<file path="config.mk">
export PLATFORM = sky130hd
export DESIGN_NAME = acl_top
export DESIGN_NICKNAME = d
export VERILOG_FILES = /design/src/hdl/acl_sync.v /design/src/hdl/acl_tick_gen.v /design/src/hdl/acl_top.v
export VERILOG_INCLUDE_DIRS = /design/src /design/src/hdl
export SDC_FILE = /design/constraint.sdc
export NUM_CORES = 1
export LEC_CHECK = 0
export ABC_AREA = 1
export BUFFER_PORTS_ARGS = -buffer_cell sky130_fd_sc_hd__buf_4
export CELL_PAD_IN_SITES_DETAIL_PLACEMENT = 0
export CELL_PAD_IN_SITES_GLOBAL_PLACEMENT = 1
export CORE_MARGIN = 2
export CORE_UTILIZATION = 29
export CTS_CLUSTER_SIZE = 8
export DETAILED_ROUTE_END_ITERATION = 8
export PLACE_DENSITY = 0.78
export REMOVE_ABC_BUFFERS = 1
export SYNTH_ARGS = -nofsm -noshare
export SYNTH_HDL_FRONTEND = slang
export SYNTH_SLANG_ARGS = --single-unit
</file>
<file path="constraint.sdc">
create_clock -name clk_sys -period 1.5 [get_ports clk_sys]
set_clock_uncertainty 0.1 [all_clocks]
set_input_delay 0.15 -clock clk_sys [delete_from_list [all_inputs] [get_ports clk_sys]]
set_output_delay 0.15 -clock clk_sys [all_outputs]
set_load 0.005 [all_outputs]
</file>
<file path="src/hdl/acl_regs.vh">
// register offsets, field positions and timing constants of the asic control low byte
`ifndef ACL_REGS_VH
`define ACL_REGS_VH

// bus geometry
`define ACL_ADDR_W          8
`define ACL_DATA_W          32
`define ACL_WORD_LSB        2

// register map, byte addresses
`define ACL_ASIC_CONTROL_OFS 8'h30

// asic_control field positions
`define ACL_BIT_ROM_BYPASS  0
`define ACL_BIT_ROM_SIZE    1
`define ACL_BIT_CAP_10M     4
`define ACL_BIT_CAP_100M    5
`define ACL_BIT_CAP_1000M   6
`define ACL_BIT_MEDIA_FIBER 7
`define ACL_LOW_BYTE_W      8

// reset values of the stored fields
`define ACL_RST_ROM_SIZE    1'b0
`define ACL_RST_CAP         1'b0

// axi responses
`define ACL_RESP_OKAY       2'b00
`define ACL_RESP_DECERR     2'b11

// serial eeprom framing
`define ACL_EE_CMD_READ     3'b110
`define ACL_EE_CMD_W        3
`define ACL_EE_ADDR_W       6
`define ACL_EE_OUT_W        9
`define ACL_EE_DATA_W       16
`define ACL_EE_CFG_WORD     6'h00

// serial clock timing
`define ACL_CLK_PERIOD_NS   40
`define ACL_EE_SK_HALF_NS   1000
`define ACL_EE_SK_HALF_CYC  ((`ACL_EE_SK_HALF_NS + `ACL_CLK_PERIOD_NS - 1) / `ACL_CLK_PERIOD_NS)
`define ACL_TICK_CNT_W      8

`endif

</file>
<file path="src/hdl/acl_sync.v">
// two-stage synchroniser for inputs from outside the clock domain
`timescale 1ns/1ps
module acl_sync #(
  parameter W = 1
) (
  input  wire         clk_sys,
  input  wire         rst,
  input  wire [W-1:0] async_in,
  output wire [W-1:0] sync_out
);

  reg [W-1:0] meta_r;
  reg [W-1:0] stable_r;

  // first stage feeds only the second stage
  always @(posedge clk_sys) begin
    if (rst) begin
      meta_r   <= {W{1'b0}};
      stable_r <= {W{1'b0}};
    end else begin
      meta_r   <= async_in;
      stable_r <= meta_r;
    end
  end

  assign sync_out = stable_r;

endmodule

</file>
<file path="src/hdl/acl_tick_gen.v">
// periodic one-cycle tick for the serial eeprom clock
`timescale 1ns/1ps
module acl_tick_gen #(
  parameter                CNT_W = 8,
  parameter [CNT_W-1:0]    PERIOD = 8'd25
) (
  input  wire clk_sys,
  input  wire rst,
  input  wire run,
  output wire tick
);

  reg [CNT_W-1:0] cnt_r;
  reg             tick_r;

  // counter restarts whenever the serial engine idles, so the first half period is full
  always @(posedge clk_sys) begin
    if (rst || !run) begin
      cnt_r  <= {CNT_W{1'b0}};
      tick_r <= 1'b0;
    end else if (cnt_r == PERIOD - 1'b1) begin
      cnt_r  <= {CNT_W{1'b0}};
      tick_r <= 1'b1;
    end else begin
      cnt_r  <= cnt_r + 1'b1;
      tick_r <= 1'b0;
    end
  end

  assign tick = tick_r;

endmodule

</file>
<file path="src/hdl/acl_top.v">
// asic control low byte: eeprom load at reset and axi4-lite register slave
//
// Function
// - load bits 7..0 from eeprom at reset; only bits 7..4 and 1 are stored, bits 3..2 and 0 read as zero
// - bit 1 read/write option rom size
// - bit 4 read-only 10m capability
// - bit 5 read-only 100m capability
// - bit 6 read-only 1000m capability
// - bit 7 read-only fiber media flag
//
// Chosen here: the register offsets and register access over AXI4-Lite.
`timescale 1ns/1ps
`include "acl_regs.vh"
module acl_top #(
  parameter [`ACL_EE_ADDR_W-1:0] CFG_WORD = `ACL_EE_CFG_WORD
) (
  input  wire                      clk_sys,
  input  wire                      rst,
  // axi4-lite slave
  input  wire [`ACL_ADDR_W-1:0]    s_axi_awaddr,
  input  wire [2:0]                s_axi_awprot,
  input  wire                      s_axi_awvalid,
  output wire                      s_axi_awready,
  input  wire [`ACL_DATA_W-1:0]    s_axi_wdata,
  input  wire [`ACL_DATA_W/8-1:0]  s_axi_wstrb,
  input  wire                      s_axi_wvalid,
  output wire                      s_axi_wready,
  output wire [1:0]                s_axi_bresp,
  output wire                      s_axi_bvalid,
  input  wire                      s_axi_bready,
  input  wire [`ACL_ADDR_W-1:0]    s_axi_araddr,
  input  wire [2:0]                s_axi_arprot,
  input  wire                      s_axi_arvalid,
  output wire                      s_axi_arready,
  output wire [`ACL_DATA_W-1:0]    s_axi_rdata,
  output wire [1:0]                s_axi_rresp,
  output wire                      s_axi_rvalid,
  input  wire                      s_axi_rready,
  // serial configuration eeprom
  output wire                      ee_cs,
  output wire                      ee_sk,
  output wire                      ee_di,
  input  wire                      ee_do,
  // field values to the rest of the controller
  output wire                      option_rom_size_sel,
  output wire                      phy_cap_10m,
  output wire                      phy_cap_100m,
  output wire                      phy_cap_1000m,
  output wire                      phy_media_fiber,
  output wire                      cfg_loaded
);

  // loader states
  localparam [2:0] ST_START = 3'd0;
  localparam [2:0] ST_OUT   = 3'd1;
  localparam [2:0] ST_IN    = 3'd2;
  localparam [2:0] ST_LATCH = 3'd3;
  localparam [2:0] ST_DONE  = 3'd4;

  // integer forms cut to the counter widths on purpose
  localparam integer                SK_HALF_I  = `ACL_EE_SK_HALF_CYC;
  localparam integer                OUT_LAST_I = `ACL_EE_OUT_W - 1;
  localparam integer                IN_LAST_I  = `ACL_EE_DATA_W - 1;
  localparam [`ACL_TICK_CNT_W-1:0]  SK_HALF    = SK_HALF_I[`ACL_TICK_CNT_W-1:0];
  localparam [4:0]                  OUT_LAST   = OUT_LAST_I[4:0];
  localparam [4:0]                  IN_LAST    = IN_LAST_I[4:0];
  localparam [`ACL_EE_CMD_W-1:0]    EE_CMD     = `ACL_EE_CMD_READ;

  // word address match, used by both read and write paths
  function hit_asic_control;
    input [`ACL_ADDR_W-1:0] addr;
    begin
      hit_asic_control = (addr[`ACL_ADDR_W-1:`ACL_WORD_LSB] ==
                          `ACL_ASIC_CONTROL_OFS >> `ACL_WORD_LSB);
    end
  endfunction

  // ---------------------------------------------------------------- eeprom side
  wire ee_do_s;
  wire sk_tick;

  reg  [2:0]                   st_r;
  reg  [4:0]                   bit_cnt_r;
  reg  [`ACL_EE_OUT_W-1:0]     out_sr_r;
  reg  [`ACL_EE_DATA_W-1:0]    in_sr_r;
  reg                          cs_r;
  reg                          sk_r;
  reg                          di_r;
  reg                          loaded_r;

  // data pin comes from another chip, so it is synchronised first
  acl_sync #(
    .W        (1)
  ) u_do_sync (
    .clk_sys  (clk_sys),
    .rst      (rst),
    .async_in (ee_do),
    .sync_out (ee_do_s)
  );

  // half-period ticks only while a transfer is in progress
  acl_tick_gen #(
    .CNT_W    (`ACL_TICK_CNT_W),
    .PERIOD   (SK_HALF)
  ) u_sk_tick (
    .clk_sys  (clk_sys),
    .rst      (rst),
    .run      (cs_r),
    .tick     (sk_tick)
  );

  // field storage
  reg rom_size_r;
  reg cap_10m_r;
  reg cap_100m_r;
  reg cap_1000m_r;
  reg media_fiber_r;

  // serial read of one configuration word, started by every reset
  always @(posedge clk_sys) begin
    if (rst) begin
      st_r      <= ST_START;
      bit_cnt_r <= 5'd0;
      out_sr_r  <= {`ACL_EE_OUT_W{1'b0}};
      in_sr_r   <= {`ACL_EE_DATA_W{1'b0}};
      cs_r      <= 1'b0;
      sk_r      <= 1'b0;
      di_r      <= 1'b0;
      loaded_r  <= 1'b0;
    end else begin
      case (st_r)
        ST_START: begin
          // first bit goes out with chip select, rest waits in the shifter
          cs_r      <= 1'b1;
          sk_r      <= 1'b0;
          di_r      <= EE_CMD[`ACL_EE_CMD_W-1];
          out_sr_r  <= {EE_CMD[`ACL_EE_CMD_W-2:0], CFG_WORD, 1'b0};
          bit_cnt_r <= 5'd0;
          st_r      <= ST_OUT;
        end
        ST_OUT: begin
          if (sk_tick) begin
            if (!sk_r) begin
              sk_r <= 1'b1; // eeprom takes di on this rise
            end else begin
              sk_r <= 1'b0;
              if (bit_cnt_r == OUT_LAST) begin
                bit_cnt_r <= 5'd0;
                di_r      <= 1'b0;
                st_r      <= ST_IN;
              end else begin
                bit_cnt_r <= bit_cnt_r + 5'd1;
                di_r      <= out_sr_r[`ACL_EE_OUT_W-1];
                out_sr_r  <= out_sr_r << 1;
              end
            end
          end
        end
        ST_IN: begin
          if (sk_tick) begin
            if (!sk_r) begin
              // sample just before the rise: a full half period after the fall
              sk_r    <= 1'b1;
              in_sr_r <= {in_sr_r[`ACL_EE_DATA_W-2:0], ee_do_s};
            end else begin
              sk_r <= 1'b0;
              if (bit_cnt_r == IN_LAST) begin
                cs_r <= 1'b0;
                st_r <= ST_LATCH;
              end else begin
                bit_cnt_r <= bit_cnt_r + 5'd1;
              end
            end
          end
        end
        ST_LATCH: begin
          loaded_r <= 1'b1;
          st_r     <= ST_DONE;
        end
        ST_DONE: begin
          st_r <= ST_DONE; // nothing until the next reset
        end
        default: begin
          st_r <= ST_START;
        end
      endcase
    end
  end

  assign ee_cs = cs_r;
  assign ee_sk = sk_r;
  assign ee_di = di_r;

  // ---------------------------------------------------------------- axi write path
  reg                        aw_have_r;
  reg  [`ACL_ADDR_W-1:0]     aw_addr_r;
  reg                        w_have_r;
  reg  [`ACL_DATA_W-1:0]     w_data_r;
  reg  [`ACL_DATA_W/8-1:0]   w_strb_r;
  reg                        bvalid_r;
  reg  [1:0]                 bresp_r;

  wire aw_take;
  wire w_take;
  wire wr_go;

  // bus is held off until the eeprom word is in, so nothing sees stale fields
  assign s_axi_awready = loaded_r && !aw_have_r && !bvalid_r;
  assign s_axi_wready  = loaded_r && !w_have_r && !bvalid_r;
  assign aw_take       = s_axi_awvalid && s_axi_awready;
  assign w_take        = s_axi_wvalid && s_axi_wready;
  assign wr_go         = aw_have_r && w_have_r;

  // address and data may arrive in either order
  always @(posedge clk_sys) begin
    if (rst) begin
      aw_have_r <= 1'b0;
      aw_addr_r <= {`ACL_ADDR_W{1'b0}};
      w_have_r  <= 1'b0;
      w_data_r  <= {`ACL_DATA_W{1'b0}};
      w_strb_r  <= {(`ACL_DATA_W/8){1'b0}};
      bvalid_r  <= 1'b0;
      bresp_r   <= `ACL_RESP_OKAY;
    end else begin
      if (aw_take) begin
        aw_have_r <= 1'b1;
        aw_addr_r <= s_axi_awaddr;
      end
      if (w_take) begin
        w_have_r <= 1'b1;
        w_data_r <= s_axi_wdata;
        w_strb_r <= s_axi_wstrb;
      end
      if (wr_go) begin
        aw_have_r <= 1'b0;
        w_have_r  <= 1'b0;
        bvalid_r  <= 1'b1;
        bresp_r   <= hit_asic_control(aw_addr_r) ? `ACL_RESP_OKAY : `ACL_RESP_DECERR;
      end else if (bvalid_r && s_axi_bready) begin
        bvalid_r <= 1'b0;
      end
    end
  end

  assign s_axi_bvalid = bvalid_r;
  assign s_axi_bresp  = bresp_r;

  // ---------------------------------------------------------------- field registers
  // eeprom word wins once at load; only the size select is writable afterwards
  always @(posedge clk_sys) begin
    if (rst) begin
      rom_size_r    <= `ACL_RST_ROM_SIZE;
      cap_10m_r     <= `ACL_RST_CAP;
      cap_100m_r    <= `ACL_RST_CAP;
      cap_1000m_r   <= `ACL_RST_CAP;
      media_fiber_r <= `ACL_RST_CAP;
    end else if (st_r == ST_LATCH) begin
      rom_size_r    <= in_sr_r[`ACL_BIT_ROM_SIZE];
      cap_10m_r     <= in_sr_r[`ACL_BIT_CAP_10M];
      cap_100m_r    <= in_sr_r[`ACL_BIT_CAP_100M];
      cap_1000m_r   <= in_sr_r[`ACL_BIT_CAP_1000M];
      media_fiber_r <= in_sr_r[`ACL_BIT_MEDIA_FIBER];
    end else if (wr_go && hit_asic_control(aw_addr_r) && w_strb_r[0]) begin
      // capability and media bits have no write path at all
      rom_size_r <= w_data_r[`ACL_BIT_ROM_SIZE];
    end
  end

  assign option_rom_size_sel = rom_size_r;
  assign phy_cap_10m         = cap_10m_r;
  assign phy_cap_100m        = cap_100m_r;
  assign phy_cap_1000m       = cap_1000m_r;
  assign phy_media_fiber     = media_fiber_r;
  assign cfg_loaded          = loaded_r;

  // ---------------------------------------------------------------- axi read path
  reg                      rvalid_r;
  reg  [`ACL_DATA_W-1:0]   rdata_r;
  reg  [1:0]               rresp_r;
  reg  [`ACL_DATA_W-1:0]   rd_word;

  wire ar_take;

  assign s_axi_arready = loaded_r && !rvalid_r;
  assign ar_take       = s_axi_arvalid && s_axi_arready;

  // reserved bits and the upper bytes read as zero; software ignores them anyway
  always @* begin
    rd_word                       = {`ACL_DATA_W{1'b0}};
    rd_word[`ACL_BIT_ROM_SIZE]    = rom_size_r;
    rd_word[`ACL_BIT_CAP_10M]     = cap_10m_r;
    rd_word[`ACL_BIT_CAP_100M]    = cap_100m_r;
    rd_word[`ACL_BIT_CAP_1000M]   = cap_1000m_r;
    rd_word[`ACL_BIT_MEDIA_FIBER] = media_fiber_r;
  end

  // one read at a time, data registered with the response
  always @(posedge clk_sys) begin
    if (rst) begin
      rvalid_r <= 1'b0;
      rdata_r  <= {`ACL_DATA_W{1'b0}};
      rresp_r  <= `ACL_RESP_OKAY;
    end else if (ar_take) begin
      rvalid_r <= 1'b1;
      if (hit_asic_control(s_axi_araddr)) begin
        rdata_r <= rd_word;
        rresp_r <= `ACL_RESP_OKAY;
      end else begin
        rdata_r <= {`ACL_DATA_W{1'b0}};
        rresp_r <= `ACL_RESP_DECERR;
      end
    end else if (rvalid_r && s_axi_rready) begin
      rvalid_r <= 1'b0;
    end
  end

  assign s_axi_rvalid = rvalid_r;
  assign s_axi_rdata  = rdata_r;
  assign s_axi_rresp  = rresp_r;

endmodule

</file>
After elaboration in Yosys (flattened, before gate mapping)
Index checks and enable logic that the tools add are counted.
{"block": "op_classes", "n_reduce_logical": 38, "muxes": 39, "eq_ne": 18, "addsub": 2, "bitwise": 1}
{"op": "$mux 5", "count": 6}
{"op": "$mux 9", "count": 3}
{"op": "$mux 3", "count": 6}
{"op": "$pmux 9 s2", "count": 1}
{"op": "$mux 1", "count": 15}
{"op": "$pmux 5 s3", "count": 1}
{"op": "$logic_and 1x1->1", "count": 13}
{"op": "$eq 6x4->1 const B", "count": 2}
{"op": "$ne 2x2->1 const B", "count": 6}
{"op": "$pmux 3 s4", "count": 1}
{"op": "$reduce_and 6->1", "count": 2}
{"op": "$reduce_bool 2->1", "count": 6}
{"op": "$eq 5x4->1 const B", "count": 2}
{"op": "$add 8x1->8 const B", "count": 1}
{"op": "$eq 8x5->1 const B", "count": 1}
{"op": "$mux 8", "count": 1}
{"op": "$reduce_and 4->1", "count": 2}
{"op": "$reduce_or 2->1", "count": 4}
{"op": "$eq 3x2->1 const B", "count": 2}
{"op": "$ne 2x1->1 const B", "count": 3}
{"op": "$pmux 1 s2", "count": 3}
{"op": "$reduce_and 3->1", "count": 2}
{"op": "$add 5x1->5 const B", "count": 1}
{"op": "$logic_not 1->1", "count": 5}
{"op": "8 further kinds", "count": 9}
{"block": "word_totals", "wordCells": 125, "register_bits": 96, "inputBits": 66, "out_inout_bits": 50}

Depth between registers and ports, before layout
{"block": "logic_depth", "depth_word": 5, "depth_mapped": 11, "ltp_nobuf": 11}

Modules after synthesis
From an unflattened synthesis, not the netlist that was laid out.
{"block": "unflattened", "hier_cells": 369, "hier_area_um2": 2676.3}
{"mod": "acl_top", "seq_area_each_um2": 900.9, "cells_per_inst": 295, "area_per_inst_um2": 2102.0, "n_inst": 1}
{"mod": "acl_tick_gen", "seq_area_each_um2": 180.2, "cells_per_inst": 68, "area_per_inst_um2": 519.2, "n_inst": 1}
{"mod": "acl_sync", "seq_area_each_um2": 40.0, "cells_per_inst": 6, "area_per_inst_um2": 55.1, "n_inst": 1}

Worst setup path before layout
OpenSTA, ideal clock, no wires.
{"block": "synth_path", "path_kind": "reg-to-reg", "from": "register bit_cnt_r[0]", "to": "register bit_cnt_r[1]", "path_stages_with_launch": 12, "slack_ps": -109, "t_arrival_ps": 1381, "required_time_ps": 1272, "synth_period_minus_slack_ps": 1609, "setup_time_ps": 128, "n_path_buf": 0, "cell_sequence": "dfxtp_1 -> ha_1 -> nand2_1 -> nor2_1 -> ha_1 -> nand3b_2 -> nand2_2 -> nand2_4 -> inv_2 -> nand2_1 -> nand2_1 -> nor2_1"}
{"block": "synth_via", "elab_chain_len": 5, "elab_cells_between_ends": 12, "classes_between": "add/sub: 1; eq/ne: 3; mux: 7; reduce/logical: 1"}
{"element": "start: declaration", "line": "acl_top.v:83", "source": "reg [4:0] bit_cnt_r;"}
{"element": "start signal: assignment", "line": "acl_top.v:152", "source": "bit_cnt_r <= bit_cnt_r + 5'd1;"}
{"element": "start signal: assignment", "line": "acl_top.v:171", "source": "bit_cnt_r <= bit_cnt_r + 5'd1;"}
{"element": "$add 5x1->5 / $eq 5x4->1 (equally long branches)", "line": "acl_top.v:152, acl_top.v:171, acl_top.v:147"}
{"element": "$mux 5, on equally long branches", "line": "acl_top.v:167, acl_top.v:147"}
{"element": "$mux 5, on equally long branches", "line": "acl_top.v:161, acl_top.v:143"}
{"element": "$mux 5, on equally long branches", "line": "acl_top.v:160, acl_top.v:142"}
{"element": "$pmux 5 s3", "line": "acl_top.v:131", "source": "case (st_r)"}
Parallel ways exist; a longest one is shown, timed or not. The select of a mux whose other input is x is not followed.
A chain may end at the register's enable or synchronous reset.

Worst setup path after layout
Ends and elaborated chain as after synthesis.

==> results.py <==
metrics = {
    "yosys": {
        "synthesis.area_per_instance_um2": 7.493,
        "post_synth_main_area_contributors": "sky130_fd_sc_hd__dfxtp_1, sky130_fd_sc_hd__buf_4, sky130_fd_sc_hd__nand2_1, sky130_fd_sc_hd__nor2_1, sky130_fd_sc_hd__a21oi_1",
        "synth-compound-area-share": 0.1152,
        "synth_cells": 342,
        "ys.flop_type": "sky130_fd_sc_hd__dfxtp_1",
        "async_flop_share": 0,
        "yosysMostFrequentCell": "sky130_fd_sc_hd__dfxtp_1",
        "synth.ff_latch_count": 56,
        "yosysSeqAreaShare": 0.4375,
        "synthDistinctLibCells": 27,
        "synth_enable_flop_cells": 0,
        "post_synth_mux_area_share": 0,
        "synth_top_family_by_area": "simple AND/OR/NAND/NOR gates",
        "netlist.area_leader.share": 0.4375,
        "synthTopCellsByCount": "sky130_fd_sc_hd__dfxtp_1, sky130_fd_sc_hd__nand2_1, sky130_fd_sc_hd__nor2_1, sky130_fd_sc_hd__inv_1, sky130_fd_sc_hd__a21oi_1",
        "synth_warnings": 0,
        "post_synth_instance_area_mm2": 0.002562,
        "synth-simple-area-share": 0.2451,
        "synth-xor-area-share": 0.02051,
        "adder_cell_share_of_the_synthesized_area": 0.02441,
        "yosysTopAreaCell": "sky130_fd_sc_hd__dfxtp_1",
    },
    "floorplan": {
        "dieWidth_um": 98,
        "placementRows": 34,
        "floorplan.die_area_mm2": 0.009604,
        "initial_utilization": 0.2967,
        "dieHeight_um": 98,
        "num_io_pins": 116,
        "core_area_mm2": 0.008636,
    },
    "critical_path": {
        "worst-r2r-cell-count": 11,
        "timing.rr.end": "bit_cnt_r[1]",
        "timing.critical_path.required_ps": 1610,
        "start_kind": "register",
        "critical_path.slowest_cell": "sky130_fd_sc_hd__dfxtp_2",
        "top_cell_by_count_worst_path": "sky130_fd_sc_hd__nand2_4",
        "reg2reg_from": "bit_cnt_r[0]",
        "critical_path.max_fanout": 5,
        "timing.critical_path.cells": "ha_4, nand2_4, nor2_2, ha_2, nand3b_4, nand2_4, nand2_4, inv_4, nand2_1, nand2_1, nor2_1",
        "setup.reg_to_reg.worst_slack_ps": 3,
        "setup.worst_path.end_class": "register",
        "number_of_buffers_and_inverters_on_the_critical_path": 1,
        "criticalPathCategory": "register to register",
        "kind_of_cell_adding_the_most_delay_to_the_critical_path": "simple AND/OR/NAND/NOR gates",
        "cp_slowest_stage_delay_ps": 350,
        "critical_path_arrival_ps": 1610,
    },
    "power": {
        "static-leakage-power_nw": 1.499,
        "vdd_drop_max_mv": 0.3429,
        "power_per_cell_area_mw_per_mm2": 839.2,
    },
    "drt": {
        "routed_wire_length_per_instance_um": 9.994,
        "drt_antenna_net_count": 0,
        "totalWireLength_mm": 5.157,
        "vias_per_cell": 4.250,
        "route.detailed.drc": 0,
        "detail_route.first_pass.iterations": 4,
        "vias": 2193,
        "dr.first_iter.drc_count": 50,
    },
    "cts": {
        "clock_pin_transition_on_the_worst_setup_and_hold_timing_paths_ps": 110,
        "cts_buffer_depth": 2,
        "htree_levels": 2,
        "cts_tree": "built",
        "clk_root_buffer_cell": "sky130_fd_sc_hd__clkbuf_8",
        "clkSinkCount": 56,
        "numCtsBuffers": 5,
        "clock_latency_ps": 320,
    },
    "timing": {
        "timing.final.hold_violations": 0,
        "finalSetupTns_ps": 0,
        "fmaxAchievable_ghz": 0.6681,
        "min_period_over_period": 0.9979,
        "max_slew_violations": 0,
        "setup_violations": 0,
        "period_needed_ps": 1497,
        "grt_setup_unrepaired": "true",
    },
    "final_layout": {
        "finalNetCount": 478,
        "seqCellArea_mm2": 0.001125,
        "antenna-diode-count": 0,
        "multi_input_area_mm2": 0.001204,
        "fill_cells": 901,
        "flow.area_growth_from_synthesis_pct": 27.05,
        "drive_gt1_frac": 0.2279,
        "finish.cell_count_without_fillers": 516,
    },
    "global_route": {
        "antenna_found_initial": 0,
        "first_global_vias": 2085,
        "track_usage": 0.1065,
        "grt-ovfl-total": 0,
        "grt_first_pass_wirelength_mm": 8.666,
        "grt_max_degree": 24,
    },
    "min_path": {
        "type_of_the_worst_min_delay_path": "primary input to register",
        "worstHoldStart": "s_axi_wstrb[0]",
        "hold_path_depth": 3,
        "worst_hold_path.endpoint": "w_strb_r[0]",
    },
    "placement": {
        "port_bufs": 44,
        "finalWeightedCongestion": 0.7607,
        "dp_cells": 496,
        "dp.final_hpwl_mm": 3.667,
    },
    "outcome": {
        "status": "completed",
    },
    "job": {
        "max_cap_violations": 0,
    },
}
layout by cell type (no fill, tap or decap), types with 2 or more instances in the layout:
| master | netlist | routed |
|---|---|---|
| sky130_fd_sc_hd__nor2_4 | 2 | 2 |
| sky130_fd_sc_hd__buf_4 | 29 | 57 |
| sky130_fd_sc_hd__xor2_1 | 4 | 4 |
| sky130_fd_sc_hd__nand2_4 | 2 | 6 |
| sky130_fd_sc_hd__nand3_1 | 19 | 16 |
| sky130_fd_sc_hd__xnor2_1 | 2 | 2 |
| sky130_fd_sc_hd__inv_2 | 4 | 3 |
| sky130_fd_sc_hd__nand2_1 | 54 | 53 |
| sky130_fd_sc_hd__o21ai_0 | 21 | 20 |
| sky130_fd_sc_hd__nor2_1 | 48 | 47 |
| sky130_fd_sc_hd__inv_1 | 35 | 35 |
| sky130_fd_sc_hd__clkinvlp_4 | 0 | 2 |
| sky130_fd_sc_hd__dfxtp_1 | 56 | 53 |
| sky130_fd_sc_hd__o21ai_1 | 5 | 6 |
| sky130_fd_sc_hd__clkbuf_8 | 0 | 5 |
| sky130_fd_sc_hd__ha_1 | 5 | 3 |
| sky130_fd_sc_hd__conb_1 | 1 | 27 |
| sky130_fd_sc_hd__nor2_2 | 2 | 3 |
| sky130_fd_sc_hd__nor3_1 | 5 | 5 |
| sky130_fd_sc_hd__dlygate4sd3_1 | 0 | 10 |
| sky130_fd_sc_hd__dfxtp_2 | 0 | 3 |
| sky130_fd_sc_hd__nand2_2 | 5 | 2 |
| sky130_fd_sc_hd__a21oi_1 | 30 | 30 |
| sky130_fd_sc_hd__nand3_2 | 0 | 3 |
| sky130_fd_sc_hd__nand4_1 | 2 | 2 |
cells by family after synthesis:
group,after synthesis
xor+xnor,6
compound gates,58
fa+ha+maj,5
simple gates,141
flops,56
buf+inv,75
other cells,1
flip-flops by register name, indices dropped and copies added (netlist names), 3 cells and up:
register	flops
in_sr_r	8
u_sk_tick.cnt_r	8
aw_addr_r	6
bit_cnt_r	5
s_axi_rdata	5
st_r	3
repair_timing:
action | CTS | global route
buffers inserted | 1 | 1
endpoints found under the setup margin | 8 | 12
hold buffers | 10 | 0
gates resized for setup | 12 | 6
pin swaps | 3 | 3
endpoints found under the hold margin | 10 | 0
worst min-delay path, delay by kind of cell:
| kind | cells | cell delay [ps] |
|---|---|---|
| and+or+nand+nor | 1 | 80 |
| buffers and inverters | 1 | 90 |
| AOI/OAI and AO/OA | 1 | 80 |
per-layer routing:
metal  part of all wire  routed length [um]  track usage  up-vias
met5                  0                   0            0        -
met4              0.013                  68      0.03526        0
met3              0.055                 286      0.02505        6
met2               0.47                2442       0.1891       55
met1               0.46                2361       0.1262      981
li1                   -                   -            -     1151
per-stage QoR:
step / util / worst slack [ps] / power [W] / hold slack [ps] / area (um^2)
after detailed placement: 0.3445 / -175.2 / 0.001851 / 266.6 / 2975
after global placement: 0.3445 / -162.9 / 0.001847 / 263.9 / 2975
final: 0.3770 / 3.192 / 0.002732 / 10.91 / 3256
after CTS: 0.3740 / -8.247 / 0.002764 / 6.869 / 3229
after global routing: 0.3770 / -90.11 / 0.002854 / 10.83 / 3256
after floorplan: - / -93.80 / 0.001721 / 119.1 / 2407
power breakdown:
part	switching (W)	internal [W]
logic	0.000171	0.000146
registers	0.0000235	0.00152
clock network	0.000533	0.000341
total	0.000728	0.00200
how the worst max path moves through the flow:
stage / start / end / slack [ps] / cells past startpoint
2_1_floorplan: bit_cnt_r[0] / bit_cnt_r[1] / -90 / 11
3_3_place_gp: bit_cnt_r[0] / bit_cnt_r[3] / -160 / 11
3_5_place_dp: bit_cnt_r[0] / bit_cnt_r[3] / -180 / 11
4_1_cts: bit_cnt_r[1] / bit_cnt_r[1] / -8 / 11
5_1_grt: bit_cnt_r[1] / bit_cnt_r[3] / -90 / 11
6_report: bit_cnt_r[0] / bit_cnt_r[1] / 3 / 11
final cells by class:
| type | count | area share |
|---|---|---|
| flip-flops and latches | 56 | 0.3455 |
| well taps | 108 | 0.04151 |
| clock inverters | 3 | 0.008071 |
| inverters | 39 | 0.04573 |
| multi-input cells | 237 | 0.3697 |
| clock buffers | 5 | 0.02114 |
| repair buffers | 68 | 0.1683 |
No activity file was read; power rests on OpenSTA's default activity.
